<file path="src/bwa_pkg.sv">
// package of constants, field layouts and helpers for the bank window address expander
package bwa_pkg;

  // ----------------------------------------------------------------
  // window size and base registers: two size bits and four base bits per window, plus decode mode
  // ----------------------------------------------------------------
  localparam logic [1:0] WIN_OFF = 2'h0;
  localparam logic [1:0] WIN_8K = 2'h1;
  localparam logic [1:0] WIN_16K = 2'h2;
  localparam logic [1:0] WIN_32K = 2'h3;
  localparam int SIZE_W1_LSB = 0;
  localparam int SIZE_W2_LSB = 2;
  localparam int SIZE_EXT_BIT = 4;
  localparam int BASE_W1_LSB = 0;
  localparam int BASE_W2_LSB = 4;

  // ----------------------------------------------------------------
  // general select control layout
  // ----------------------------------------------------------------
  localparam int GS_RANGE_LSB = 0;
  localparam int GS_COMB_LSB = 4;
  localparam int GS_POL_BIT = 6;
  localparam logic [3:0] GS_RANGE_OFF = 4'h0;
  localparam logic [3:0] GS_RANGE_MAX = 4'h9;
  localparam logic [3:0] GS_FOLLOW_W1 = 4'hA;
  localparam logic [3:0] GS_FOLLOW_W2 = 4'hB;
  localparam logic [1:0] GS_COMB_NONE = 2'h0;
  localparam logic [1:0] GS_COMB_OR = 2'h1;
  localparam logic [1:0] GS_COMB_AND = 2'h2;

  // ----------------------------------------------------------------
  // program and peripheral select control layout
  // ----------------------------------------------------------------
  localparam int PS_EN_BIT = 0;
  localparam int PS_SIZE_LSB = 1;
  localparam int PS_POL_BIT = 3;
  localparam int IO_EN_BIT = 4;
  localparam int IO_POL_BIT = 5;
  localparam int IO_BASE_LSB = 6;

  // ----------------------------------------------------------------
  // reset values
  // ----------------------------------------------------------------
  localparam logic [18:0] EXT_ADDR_RST = 19'h00000;
  localparam logic [5:0] PIN_RST = 6'h00;

  // compare mask over extended bits 18..11: code n keeps bits 18..(10+n)
  function automatic logic [7:0] sel_mask(input logic [3:0] code);
    sel_mask = 8'hFF << (code - 4'h1);
  endfunction : sel_mask

  // low extended lines 15..13 inside a window: bank bits or offset bits by size
  function automatic logic [2:0] ext_low(input logic [1:0] size, input logic [2:0] bank,
                                         input logic [2:0] offs);
    unique case (size)
      WIN_8K: ext_low = bank;
      WIN_16K: ext_low = {bank[2:1], offs[0]};
      default: ext_low = {bank[2], offs[1:0]};
    endcase
  endfunction : ext_low

endpackage : bwa_pkg

</file>
<file path="src/bwa_window.sv">
// one window decoder: alignment check, hit and offset within the window
`timescale 1ns/1ns
`default_nettype none
module bwa_window
  import bwa_pkg::*;
(
  // cpu side
  input wire logic [15:0] addr_in,
  // configuration
  input wire logic [1:0] size_in,
  input wire logic [3:0] base_in,
  // decode result
  output logic hit_out,
  output logic [2:0] offs_out
);

  logic [15:0] offset;
  logic aligned;

  // offset bits, not cpu bits, feed the low lines: a 32 KB window at 4000
  // then sees line 14 inverted, which keeps its banks contiguous
  assign offset = addr_in - {base_in, 12'h000};
  assign offs_out = offset[15:13];

  always_comb begin
    unique case (size_in)
      WIN_8K: aligned = (base_in[0] == 1'b0);
      WIN_16K: aligned = (base_in[1:0] == 2'h0);
      WIN_32K: aligned = (base_in[1:0] == 2'h0) && (base_in[3:2] != 2'h3);
      default: aligned = 1'b0;
    endcase
  end

  // a misaligned start leaves the window closed rather than half mapped
  always_comb begin
    unique case (size_in)
      WIN_8K: hit_out = aligned && (offset[15:13] == 3'h0);
      WIN_16K: hit_out = aligned && (offset[15:14] == 2'h0);
      WIN_32K: hit_out = aligned && (offset[15] == 1'b0);
      default: hit_out = 1'b0;
    endcase
  end

endmodule : bwa_window
`default_nettype wire

</file>
<file path="src/bwa_gen_select.sv">
// one general purpose select: raw match before polarity and combination
`timescale 1ns/1ns
`default_nettype none
module bwa_gen_select
  import bwa_pkg::*;
(
  // address sources
  input wire logic [15:0] cpu_addr_in,
  input wire logic [18:0] ext_addr_in,
  input wire logic ext_mode_in,
  input wire logic win1_hit_in,
  input wire logic win2_hit_in,
  // configuration
  input wire logic [3:0] range_in,
  input wire logic [7:0] start_in,
  // result
  output logic match_out
);

  logic [18:0] sel_addr;
  logic [7:0] mask;

  assign sel_addr = ext_mode_in ? ext_addr_in : {3'h0, cpu_addr_in};
  assign mask = sel_mask(range_in);

  always_comb begin
    if (range_in == GS_FOLLOW_W1) begin
      match_out = win1_hit_in;
    end else if (range_in == GS_FOLLOW_W2) begin
      match_out = win2_hit_in;
    end else if (range_in == GS_RANGE_OFF || range_in > GS_RANGE_MAX) begin
      match_out = 1'b0;
    end else begin
      match_out = ((sel_addr[18:11] ^ start_in) & mask) == 8'h00;
    end
  end

endmodule : bwa_gen_select
`default_nettype wire

</file>
<file path="src/bwa_expander.sv">
// bank window address expander: extended address lines, port mux and chip selects
`timescale 1ns/1ns
`default_nettype none
module bwa_expander
  import bwa_pkg::*;
(
  // clock and reset
  input wire logic mclk_in,
  input wire logic nrst_in,
  // cpu bus
  input wire logic [15:0] cpu_addr_in,
  // window configuration
  input wire logic [4:0] window_size_reg_in,
  input wire logic [7:0] window_base_reg_in,
  input wire logic [5:0] window1_bank_reg_in,
  input wire logic [5:0] window2_bank_reg_in,
  // chip select configuration
  input wire logic [6:0] gen_select1_control_in,
  input wire logic [7:0] gen_select1_start_in,
  input wire logic [6:0] gen_select2_control_in,
  input wire logic [7:0] gen_select2_start_in,
  input wire logic [10:0] prog_io_select_control_in,
  // shared port
  input wire logic [5:0] port_addr_enable_reg_in,
  input wire logic [5:0] port_data_in,
  input wire logic [5:0] port_dir_in,
  input wire logic [5:0] port_pin_in,
  // extended address and pins
  output logic [18:0] ext_addr_out,
  output logic [5:0] ext_pin_out,
  output logic [5:0] ext_pin_oe_out,
  output logic [5:0] port_read_out,
  output logic [1:0] win_hit_out,
  // chip selects
  output logic gen_sel1_out,
  output logic gen_sel2_out,
  output logic prog_sel_out,
  output logic io_sel_out
);

  // ----------------------------------------------------------------
  // window decode
  // ----------------------------------------------------------------
  logic [1:0] size1;
  logic [1:0] size2;
  logic w1_hit;
  logic w2_raw;
  logic w2_hit;
  logic [2:0] offs1;
  logic [2:0] offs2;

  assign size1 = window_size_reg_in[SIZE_W1_LSB +: 2];
  assign size2 = window_size_reg_in[SIZE_W2_LSB +: 2];

  bwa_window u_win1 (
    .addr_in(cpu_addr_in),
    .size_in(size1),
    .base_in(window_base_reg_in[BASE_W1_LSB +: 4]),
    .hit_out(w1_hit),
    .offs_out(offs1)
  );

  bwa_window u_win2 (
    .addr_in(cpu_addr_in),
    .size_in(size2),
    .base_in(window_base_reg_in[BASE_W2_LSB +: 4]),
    .hit_out(w2_raw),
    .offs_out(offs2)
  );

  assign w2_hit = w2_raw && !w1_hit;

  // ----------------------------------------------------------------
  // extended address formation
  // ----------------------------------------------------------------
  logic [18:0] ext_addr_c;

  always_comb begin
    if (w1_hit) begin
      ext_addr_c = {window1_bank_reg_in[5:3],
                    ext_low(size1, window1_bank_reg_in[2:0], offs1),
                    cpu_addr_in[12:0]};
    end else if (w2_hit) begin
      ext_addr_c = {window2_bank_reg_in[5:3],
                    ext_low(size2, window2_bank_reg_in[2:0], offs2),
                    cpu_addr_in[12:0]};
    end else begin
      // outside both windows the upper lines rest low and the low ones pass through
      ext_addr_c = {3'h0, cpu_addr_in};
    end
  end

  // ----------------------------------------------------------------
  // general purpose selects
  // ----------------------------------------------------------------
  logic gs1_match;
  logic gs2_match;
  logic gs1_act;
  logic gs2_act;
  logic ext_mode;

  assign ext_mode = window_size_reg_in[SIZE_EXT_BIT];

  bwa_gen_select u_gs1 (
    .cpu_addr_in(cpu_addr_in),
    .ext_addr_in(ext_addr_c),
    .ext_mode_in(ext_mode),
    .win1_hit_in(w1_hit),
    .win2_hit_in(w2_raw),
    .range_in(gen_select1_control_in[GS_RANGE_LSB +: 4]),
    .start_in(gen_select1_start_in),
    .match_out(gs1_match)
  );

  bwa_gen_select u_gs2 (
    .cpu_addr_in(cpu_addr_in),
    .ext_addr_in(ext_addr_c),
    .ext_mode_in(ext_mode),
    .win1_hit_in(w1_hit),
    .win2_hit_in(w2_raw),
    .range_in(gen_select2_control_in[GS_RANGE_LSB +: 4]),
    .start_in(gen_select2_start_in),
    .match_out(gs2_match)
  );

  // combination looks at the other select's raw match, so no loop forms
  always_comb begin
    unique case (gen_select1_control_in[GS_COMB_LSB +: 2])
      GS_COMB_OR: gs1_act = gs1_match || gs2_match;
      GS_COMB_AND: gs1_act = gs1_match && gs2_match;
      default: gs1_act = gs1_match;
    endcase
    unique case (gen_select2_control_in[GS_COMB_LSB +: 2])
      GS_COMB_OR: gs2_act = gs2_match || gs1_match;
      GS_COMB_AND: gs2_act = gs2_match && gs1_match;
      default: gs2_act = gs2_match;
    endcase
  end

  // ----------------------------------------------------------------
  // program and peripheral selects
  // ----------------------------------------------------------------
  logic [2:0] prog_mask;
  logic prog_act;
  logic io_act;

  // program region sits at the top of the map, 8 KB times a power of two
  assign prog_mask = 3'h7 << prog_io_select_control_in[PS_SIZE_LSB +: 2];
  assign prog_act = prog_io_select_control_in[PS_EN_BIT]
                    && (&(cpu_addr_in[15:13] | ~prog_mask));
  assign io_act = prog_io_select_control_in[IO_EN_BIT]
                  && (cpu_addr_in[15:11] == prog_io_select_control_in[IO_BASE_LSB +: 5]);

  // ----------------------------------------------------------------
  // port pin input synchroniser
  // ----------------------------------------------------------------
  logic [5:0] pin_s1;
  logic [5:0] pin_s2;
  logic [5:0] pin_s3;

  always_ff @(posedge mclk_in) begin
    if (!nrst_in) begin
      pin_s1 <= PIN_RST;
      pin_s2 <= PIN_RST;
      pin_s3 <= PIN_RST;
    end else begin
      pin_s1 <= port_pin_in;
      pin_s2 <= pin_s1;
      pin_s3 <= pin_s2;
    end
  end

  // ----------------------------------------------------------------
  // next output values
  // ----------------------------------------------------------------
  logic [18:0] next_ext_addr;
  logic [5:0] next_pin;
  logic [5:0] next_pin_oe;
  logic [5:0] next_port_read;
  logic [1:0] next_win_hit;
  logic next_gs1;
  logic next_gs2;
  logic next_prog;
  logic next_io;

  always_comb begin
    next_ext_addr = ext_addr_c;
    next_win_hit = {w2_hit, w1_hit};
    next_gs1 = gs1_act ^ gen_select1_control_in[GS_POL_BIT];
    next_gs2 = gs2_act ^ gen_select2_control_in[GS_POL_BIT];
    next_prog = prog_act ^ prog_io_select_control_in[PS_POL_BIT];
    next_io = io_act ^ prog_io_select_control_in[IO_POL_BIT];
    next_port_read = port_read_out;
    for (int i = 0; i < 6; i++) begin
      if (port_addr_enable_reg_in[i]) begin
        next_pin[i] = ext_addr_c[13 + i];
        next_pin_oe[i] = 1'b1;
      end else begin
        next_pin[i] = port_data_in[i];
        next_pin_oe[i] = port_dir_in[i];
      end
      // a pin change is taken only once two late stages agree
      if (pin_s2[i] == pin_s3[i]) begin
        next_port_read[i] = pin_s3[i];
      end
    end
  end

  always_ff @(posedge mclk_in) begin
    if (!nrst_in) begin
      ext_addr_out <= EXT_ADDR_RST;
      ext_pin_out <= PIN_RST;
      ext_pin_oe_out <= PIN_RST;
      port_read_out <= PIN_RST;
      win_hit_out <= 2'h0;
      gen_sel1_out <= 1'b0;
      gen_sel2_out <= 1'b0;
      prog_sel_out <= 1'b0;
      io_sel_out <= 1'b0;
    end else begin
      ext_addr_out <= next_ext_addr;
      ext_pin_out <= next_pin;
      ext_pin_oe_out <= next_pin_oe;
      port_read_out <= next_port_read;
      win_hit_out <= next_win_hit;
      gen_sel1_out <= next_gs1;
      gen_sel2_out <= next_gs2;
      prog_sel_out <= next_prog;
      io_sel_out <= next_io;
    end
  end
endmodule : bwa_expander
`default_nettype wire

</file>
<file path="config.mk">
export PLATFORM = sky130hd
export DESIGN_NAME = bwa_expander
export DESIGN_NICKNAME = d
export VERILOG_FILES = /design/src/bwa_pkg.sv /design/src/bwa_window.sv /design/src/bwa_gen_select.sv /design/src/bwa_expander.sv
export SDC_FILE = /design/constraint.sdc
export NUM_CORES = 1
export LEC_CHECK = 0
export BUFFER_PORTS_ARGS = -buffer_cell sky130_fd_sc_hd__buf_4
export CAP_MARGIN = 10
export CELL_PAD_IN_SITES_DETAIL_PLACEMENT = 1
export CELL_PAD_IN_SITES_GLOBAL_PLACEMENT = 1
export CORE_MARGIN = 3
export CORE_UTILIZATION = 34
export DETAILED_ROUTE_END_ITERATION = 12
export PLACE_DENSITY_LB_ADDON = 0.12
export SLEW_MARGIN = 20
export SYNTH_ARGS = -nofsm -noshare
export SYNTH_HDL_FRONTEND = slang
export SYNTH_HIERARCHICAL = 1
export SYNTH_SLANG_ARGS = --single-unit
</file>
<file path="constraint.sdc">
create_clock -name mclk_in -period 4.65 [get_ports mclk_in]
set_input_delay 0.2325 -clock mclk_in [delete_from_list [all_inputs] [get_ports mclk_in]]
set_output_delay 0.2325 -clock mclk_in [all_outputs]
set_load 0.05 [all_outputs]
</file>
==> summary.md, run 1 <==
| Metric | Value |
|---|---|
| Pwr dens | `317 nW/um2` |
| Die Span Y | `104 um` |
| Status | `finished, final reports clean` |
| Most common cell in the netlist | `dfxtp_1` |
| CP cell instances | `buf_4 -> nand2b_1 -> fa_1 -> xor2_1 -> nor4_1 -> a31oi_1 -> nor3_1 -> buf_4 -> o22ai_1 -> nor3b_1 -> a211oi_2 -> inv_1 -> mux2i_1 -> mux2_4 -> o41a_1 -> o32ai_2 -> nor2b_1 -> o21ai_0 -> a21boi_0 -> nor3b_1` |
| Max Cap Viol | `0` |
| Hold_buf cts | `0` |
| Critical path's slowest cell | `o41a_1` |
| Crit path max fanout | `8` |
| Flops & latches, synth | `61` |
| Top cell type's share of synthesized area | `0.374` |
| Die X | `104 um` |
| Distinct cell type count after synthesis | `48` |
| Filler cells | `1118` |
| Pin count of the biggest net entering global routing | `40` |
| Clock latency on the worst-skew pair | `0.33 ns` |
| Setup CP Type | `in -> reg` |
| Die ar. | `10800 um2` |
| Number of synthesized flops with an enable pin | `0` |
| Layout Skew | `0.00738 ns` |
| 1st-iter DRT viols | `60` |
| GR Overflow Total | `0` |
| Initial antenna violation count | `0` |
| Placed Instance Area | `4540 um2` |
| Total number of clock tree sinks | `61` |
| Tot GR Track Use | `0.179` |
| Post-Syn Area | `3270 um2` |
| Drt total wl | `9680 um` |
| Clock Pin Slew Worst Setup and Hold Paths | `0.06 ns` |
| Worst hold path class | `in -> reg` |
| Starting density of the core | `0.352` |
| Vias per std cell | `4.68` |
| Syn Inst Count | `361` |
| Critical Path RT | `4.82 ns` |
| First-pass GRT wire length | `15700 um` |
| Final nets | `649` |
| Synth area leader | `dfxtp_1` |
| Min Tclk post-route | `4.19 ns` |
| Critical Path End Type | `register` |
| Slew @ Worst Pin | `0.816 ns` |
| Final period utilization | `0.901` |
| Postcts setup bufs | `0` |
| Leak | `2.29 nW` |
| Arrival @ worst endpoint | `4.36 ns` |
| Fraction of layout cells with a size suffix above 1 | `0.354` |
| Synthesized Nets | `493` |
| Post-synth ARST share | `0` |
| DRC viols | `0` |
| Max_slew headroom | `0.455` |
| CP peak stage delay | `0.44 ns` |
| Core ar. | `9280 um2` |
| Max IR drop VDD | `0.000187 V` |
| Number of port buffers | `150` |
| Worst Path Buf+Inv | `3` |
| Post-DP HPWL | `7960 um` |
| Number of top-level pins | `151` |
| Final Max Tran Viols | `0` |
| Row count | `35` |
| Area grow syn2layout | `46.9%` |
| Placed cell count | `635` |
| Via count | `3045` |
| Design Area, Final | `4800 um2` |
| Routed len/inst | `14.9 um` |
| Maximum level of the CTS H-tree | `3` |
| # diodes | `0` |
| CP top delay family | `compound AO/OA/AOI/OAI gates` |
| RSZ-0062 raised after global routing | `false` |
| TNS Setup | `0 ns` |
| Synthesized area per cell | `9.05 um2` |
| Root Driver | `clkbuf_8` |
| CTS tree | `done` |
| Dominant cells by area after synthesis | `dfxtp_1 (37%), ha_1 (8.4%), and2_1 (6.7%)` |
| GPL Wtd Cong | `0.849` |
| Top post-synthesis cells by count | `dfxtp_1 (61), and2_1 (35), nor2_1 (30)` |
| Final setup viols | `0` |
| Maximum root-to-sink buffer count | `2` |
| Yosys Warn Count | `6` |
| Startpoint Class | `input pin` |
| Max Fclk | `239 MHz` |
| Post-route non-filler standard cell count | `651` |
| Antenna-violating nets left | `0` |
| Post-synth top flop | `dfxtp_1` |
| First-pass DRT Iterations | `4` |
| Endpoints failing hold | `0` |
| Vias in the first global route | `3192` |
| Resized Gates After CTS | `0` |
| Seq/Total Area, Yosys | `0.374` |
| CTS buffer count | `9` |
## registers in the layout, summed over array words and instances (netlist names)
| register | flops |
|---|---|
| port_read_out | 6 |
| prog_sel_out | 1 |
| pin_s3 | 6 |
| pin_s2 | 6 |
| gen_sel1_out | 1 |
| io_sel_out | 1 |
| ext_pin_out | 6 |
| win_hit_out | 2 |
| ext_addr_out | 19 |
| gen_sel2_out | 1 |
| pin_s1 | 6 |
| ext_pin_oe_out | 6 |
## worst reg2reg max path: cells and delay by family (launching register included)
family | cells | cell delay [ns]
DFF | 1 | 0.33
AOI/OAI and AO/OA | 2 | 0.30
## worst paths after layout
path	startpoint	endpoint	slack, ns	cells after the start
max	cpu_addr_in[12]	gen_sel2_out$_SDFF_PN0_	0.46	20
min	port_addr_enable_reg_in[1]	ext_pin_out[1]$_SDFF_PN0_	0.09	2
max reg2reg	port_read_out[4]$_SDFFE_PN0N_	port_read_out[4]$_SDFFE_PN0N_	3.86	2
min reg2reg	pin_s1[1]$_SDFF_PN0_	pin_s2[1]$_SDFF_PN0_	0.42	1
## where the power goes
group / switching [mW] / leakage, nW / internal [mW]
Combinational: 0.208 / 1.66 / 0.166
Sequential: 0.00802 / 0.504 / 0.549
Clock: 0.190 / 0.130 / 0.400
Total: 0.406 / 2.29 / 1.12
## routing by layer
metal	track usage	vias up	wire length, um
li1	-	1536	-
met1	0.224	1385	4290
met2	0.301	113	4650
met3	0.0447	11	572
met4	0.0608	0	165
met5	0	-	0
## area by class of cell
| class | count | area (um2) | share of cell area |
|---|---|---|---|
| clock inverters | 3 | 90.1 | 0.0188 |
| clock buffers | 13 | 169 | 0.0352 |
| flip-flops and latches | 61 | 1220 | 0.254 |
| inverters | 25 | 93.8 | 0.0196 |
| repair buffers | 154 | 1160 | 0.241 |
| well taps | 129 | 161 | 0.0336 |
| multi-input cells | 266 | 1910 | 0.397 |
## stage by stage
stage / util / total power [mW] / hold slack (ns) / setup slack [ns]
6_report: 0.517 / 1.52 / 0.0937 / 0.459
5_1_grt: 0.517 / 1.60 / 0.0839 / 0.208
4_1_cts: 0.517 / 1.54 / 0.0739 / 0.482
3_5_place_dp: 0.489 / 0.946 / 0.420 / 0.138
3_3_place_gp: 0.489 / 0.939 / 0.414 / 0.342
2_1_floorplan: - / 0.786 / 0.323 / 0.661
## cell families (layout without fill, tap and decap cells)
kind of cell / after synthesis / after routing / synth area share
AND/OR/NAND/NOR: 125 / 125 / 0.201
XOR/XNOR: 22 / 22 / 0.0613
multiplexers: 19 / 19 / 0.0636
AO/OA/AOI/OAI: 76 / 76 / 0.159
buffers and inverters: 34 / 195 / 0.0441
flip-flops: 61 / 61 / 0.374
adder cells (fa/ha/maj): 24 / 24 / 0.0966
## cells in the final DEF, fill, tap and decap left out, types with 3 or more instances in the layout
master,n
a21o_1,6
dfxtp_1,61
xor2_1,13
a211oi_1,3
buf_4,154
o211ai_1,3
clkbuf_8,12
a21o_2,3
a31oi_1,3
nand2b_1,12
xnor2_1,8
nor2b_1,6
a22oi_1,3
nand3_1,6
ha_1,22
nand3b_1,3
and2_1,35
o21ai_0,19
inv_1,25
nand2_1,20
a21oi_1,18
nor2_1,30
bufinv_16,3
mux2i_1,15
nor4_1,4
No activity file was read; power rests on OpenSTA's default activity.
==> run 2, diff against run 1 <==
--- a/config.mk
+++ b/config.mk
@@ -5,13 +5,15 @@
 export SDC_FILE = /design/constraint.sdc
 export NUM_CORES = 1
 export LEC_CHECK = 0
-export BUFFER_PORTS_ARGS = -buffer_cell sky130_fd_sc_hd__buf_4
+export BUFFER_PORTS_ARGS = -buffer_cell sky130_fd_sc_hd__buf_2
 export CAP_MARGIN = 10
 export CELL_PAD_IN_SITES_DETAIL_PLACEMENT = 1
 export CELL_PAD_IN_SITES_GLOBAL_PLACEMENT = 1
 export CORE_MARGIN = 3
-export CORE_UTILIZATION = 34
+export CORE_UTILIZATION = 35
+export CTS_BUF_LIST = sky130_fd_sc_hd__clkbuf_8
 export DETAILED_ROUTE_END_ITERATION = 12
+export MAX_ROUTING_LAYER = met4
 export PLACE_DENSITY_LB_ADDON = 0.12
 export SLEW_MARGIN = 20
 export SYNTH_ARGS = -nofsm -noshare
==> run 2 against run 1 <==
  * Worst hold slack better by 0.0019 ns
  * Count of clock-buffer cells in the layout is 4 lower
  * Cell count is 3.2% lower
  * Utilization is 2.9 points lower
  * Largest power group is now sequential cells
==> summary.md, run 2 (synthesis gave the netlist of run 1 again) <==
| Metric | Value |
|---|---|
| Vias in the first global route | `3106 (was 3192)` |
| Slew @ Worst Pin | `0.772 ns (was 0.816 ns)` |
| Pwr dens | `312 nW/um2 (was 317 nW/um2)` |
| Setup ws final | `0.519 ns (was 0.459 ns)` |
| Area of the multi-input gates | `1910 um2 (unchanged)` |
| Filler cells | `1125 (was 1118)` |
| First-pass DRT Iterations | `4 (unchanged)` |
| # diodes | `0 (unchanged)` |
| Startpoint Class | `input pin (unchanged)` |
| TNS Setup | `0 ns (unchanged)` |
| Final setup viols | `0 (unchanged)` |
| Commonest cells after routing, fill and taps aside | `buf_2 (150), dfxtp_1 (61), and2_1 (35) (was buf_4 (154), dfxtp_1 (61), and2_1 (35))` |
| First-pass GRT wire length | `14400 um (was 15700 um)` |
| Max_slew headroom | `0.485 (was 0.455)` |
| Final Max Tran Viols | `0 (unchanged)` |
| Max IR drop VDD | `0.000130 V (was 0.000187 V)` |
| Number of port buffers | `150 (unchanged)` |
| Max Cap Viol | `0 (unchanged)` |
| Critical Path End Type | `register (unchanged)` |
| Fraction of layout cells with a size suffix above 1 | `0.356 (was 0.354)` |
| GR Overflow Total | `0 (unchanged)` |
| Area grow syn2layout | `32.8% (was 46.9%)` |
| Crit path max fanout | `8 (unchanged)` |
| Antenna-violating nets left | `0 (unchanged)` |
| Endpoints failing hold | `0 (unchanged)` |
| Resized Gates After CTS | `0 (unchanged)` |
| Hold_buf cts | `0 (unchanged)` |
| Final nets | `649 (unchanged)` |
| Initial antenna violation count | `0 (unchanged)` |
| Maximum root-to-sink buffer count | `2 (unchanged)` |
| Worst hold path class | `in -> reg (unchanged)` |
| Number of flip-flops in the largest register | `19 (unchanged)` |
| Post-DP HPWL | `7840 um (was 7960 um)` |
| Commonest non-fill, non-tap cell in the layout | `buf_2 (was buf_4)` |
| Max Fclk | `242 MHz (was 239 MHz)` |
| CTS tree | `done (unchanged)` |
| Dpl ws | `0.119 ns (was 0.138 ns)` |
| Leak | `2.16 nW (was 2.29 nW)` |
| 1st-iter DRT viols | `43 (was 60)` |
| Die X | `103 um (was 104 um)` |
| Maximum level of the CTS H-tree | `3 (unchanged)` |
| Final Power | `1.35 mW (was 1.52 mW)` |
| Drt total wl | `9460 um (was 9680 um)` |
| CTS buffer count | `9 (unchanged)` |
| Critical path's slowest cell | `o41a_1 (unchanged)` |
| Status | `finished, final reports clean (unchanged)` |
| Final period utilization | `0.888 (was 0.901)` |
| Setup CP Type | `in -> reg (unchanged)` |
| Tot GR Track Use | `0.182 (was 0.179)` |
| Die ar. | `10500 um2 (was 10800 um2)` |
| Total number of clock tree sinks | `61 (unchanged)` |
| Root Driver | `clkbuf_8 (unchanged)` |
| Pin count of the biggest net entering global routing | `40 (unchanged)` |
| Via count | `3091 (was 3045)` |
| Clock Pin Slew Worst Setup and Hold Paths | `0.07 ns (was 0.06 ns)` |
| CP peak stage delay | `0.42 ns (was 0.44 ns)` |
| Critical Path RT | `4.83 ns (was 4.82 ns)` |
| Row count | `34 (was 35)` |
| Vias per std cell | `4.91 (was 4.68)` |
| Most flops, register | `ext_addr_out (unchanged)` |
| Arrival @ worst endpoint | `4.31 ns (was 4.36 ns)` |
| Layout Skew | `0.00630 ns (was 0.00738 ns)` |
| Die Span Y | `103 um (was 104 um)` |
| Core ar. | `8890 um2 (was 9280 um2)` |
| Number of top-level pins | `151 (unchanged)` |
| GPL Wtd Cong | `0.830 (was 0.849)` |
| Routed len/inst | `15.0 um (was 14.9 um)` |
| CP cell instances | `buf_2 -> nand2b_1 -> fa_1 -> xor2_1 -> nor4_1 -> a31oi_1 -> nor3_1 -> buf_4 -> and2b_1 -> o311ai_1 -> a22oi_2 -> inv_1 -> mux2i_1 -> xnor2_1 -> o41a_1 -> o32ai_2 -> nor2b_1 -> o21ai_0 -> a21boi_0 -> nor3b_1 (was buf_4 -> nand2b_1 -> fa_1 -> xor2_1 -> nor4_1 -> a31oi_1 -> nor3_1 -> buf_4 -> o22ai_1 -> nor3b_1 -> a211oi_2 -> inv_1 -> mux2i_1 -> mux2_4 -> o41a_1 -> o32ai_2 -> nor2b_1 -> o21ai_0 -> a21boi_0 -> nor3b_1)` |
| DRC viols | `0 (unchanged)` |
| Min Tclk post-route | `4.13 ns (was 4.19 ns)` |
| Postcts setup bufs | `0 (unchanged)` |
| Clock latency on the worst-skew pair | `0.33 ns (about the same)` |
| FF/Latch Area | `1220 um2 (unchanged)` |
| Starting density of the core | `0.367 (was 0.352)` |
| RSZ-0062 raised after global routing | `false (unchanged)` |
## run 2: changes by cell type in the layout (fill, tap and decap cells not counted)
| cell | before | now |
|---|---|---|
| clkinvlp_4 | 0 | 1 |
| clkbuf_8 | 12 | 9 |
| inv_6 | 0 | 1 |
| buf_4 | 154 | 4 |
| bufinv_16 | 3 | 1 |
| clkinv_4 | 0 | 2 |
| clkbuf_1 | 1 | 0 |
| clkinv_2 | 0 | 2 |
| buf_2 | 0 | 150 |
## run 2: worst paths after layout
| check | from | cells past startpoint | to | slack [ns] |
|---|---|---|---|---|
| worst max-delay path | cpu_addr_in[12] | 20 | gen_sel2_out$_SDFF_PN0_ | 0.52 |
| worst min-delay path | port_addr_enable_reg_in[0] | 2 | ext_pin_out[0]$_SDFF_PN0_ | 0.1 |
| worst max register to register | port_read_out[0]$_SDFFE_PN0N_ | 2 | port_read_out[0]$_SDFFE_PN0N_ | 3.91 |
| worst min register to register | pin_s1[3]$_SDFF_PN0_ | 1 | pin_s2[3]$_SDFF_PN0_ | 0.44 |
## run 2: area by class of cell
class / instances / area share
multi-input combinational: 266 / 0.440
sequential: 61 / 0.282
timing repair buffer: 154 / 0.180
tap: 108 / 0.0312
clock buffer: 9 / 0.0286
inverter: 25 / 0.0216
clock inverter: 7 / 0.0170
## run 2: worst max-delay path: cells and delay by family
family | cells | cell delay [ns]
AOI/OAI and AO/OA | 7 | 1.60
xor gates and xnor gates | 2 | 0.27
adders and majority gates | 1 | 0.38
buffers and inverters | 3 | 0.45
muxes | 1 | 0.20
and+or+nand+nor | 6 | 1.18
## run 2: per-layer routing
| layer | GRT usage | wire (um) |
|---|---|---|
| met5 | - | 0 |
| met2 | 0.325 | 4670 |
| met1 | 0.204 | 4070 |
| met4 | 0.0585 | 129 |
| met3 | 0.0359 | 589 |
## run 2: power breakdown
group / internal (mW) / switching (mW) / leakage [nW]
Combinational: 0.130 / 0.208 / 1.55
Sequential: 0.549 / 0.00728 / 0.504
Clock: 0.249 / 0.212 / 0.0996
Total: 0.928 / 0.427 / 2.16
## run 2: per-stage QoR
step                instance area (um2)  std cells   util  hold slack [ns]
finish                             4340        630  0.488           0.0957
global route                       4340        630  0.488           0.0730
CTS                                4340        630  0.488           0.0733
detailed placement                 4140        614  0.465            0.421
global placement                   4140        614  0.465            0.414
floorplan                          3270        361      -            0.323
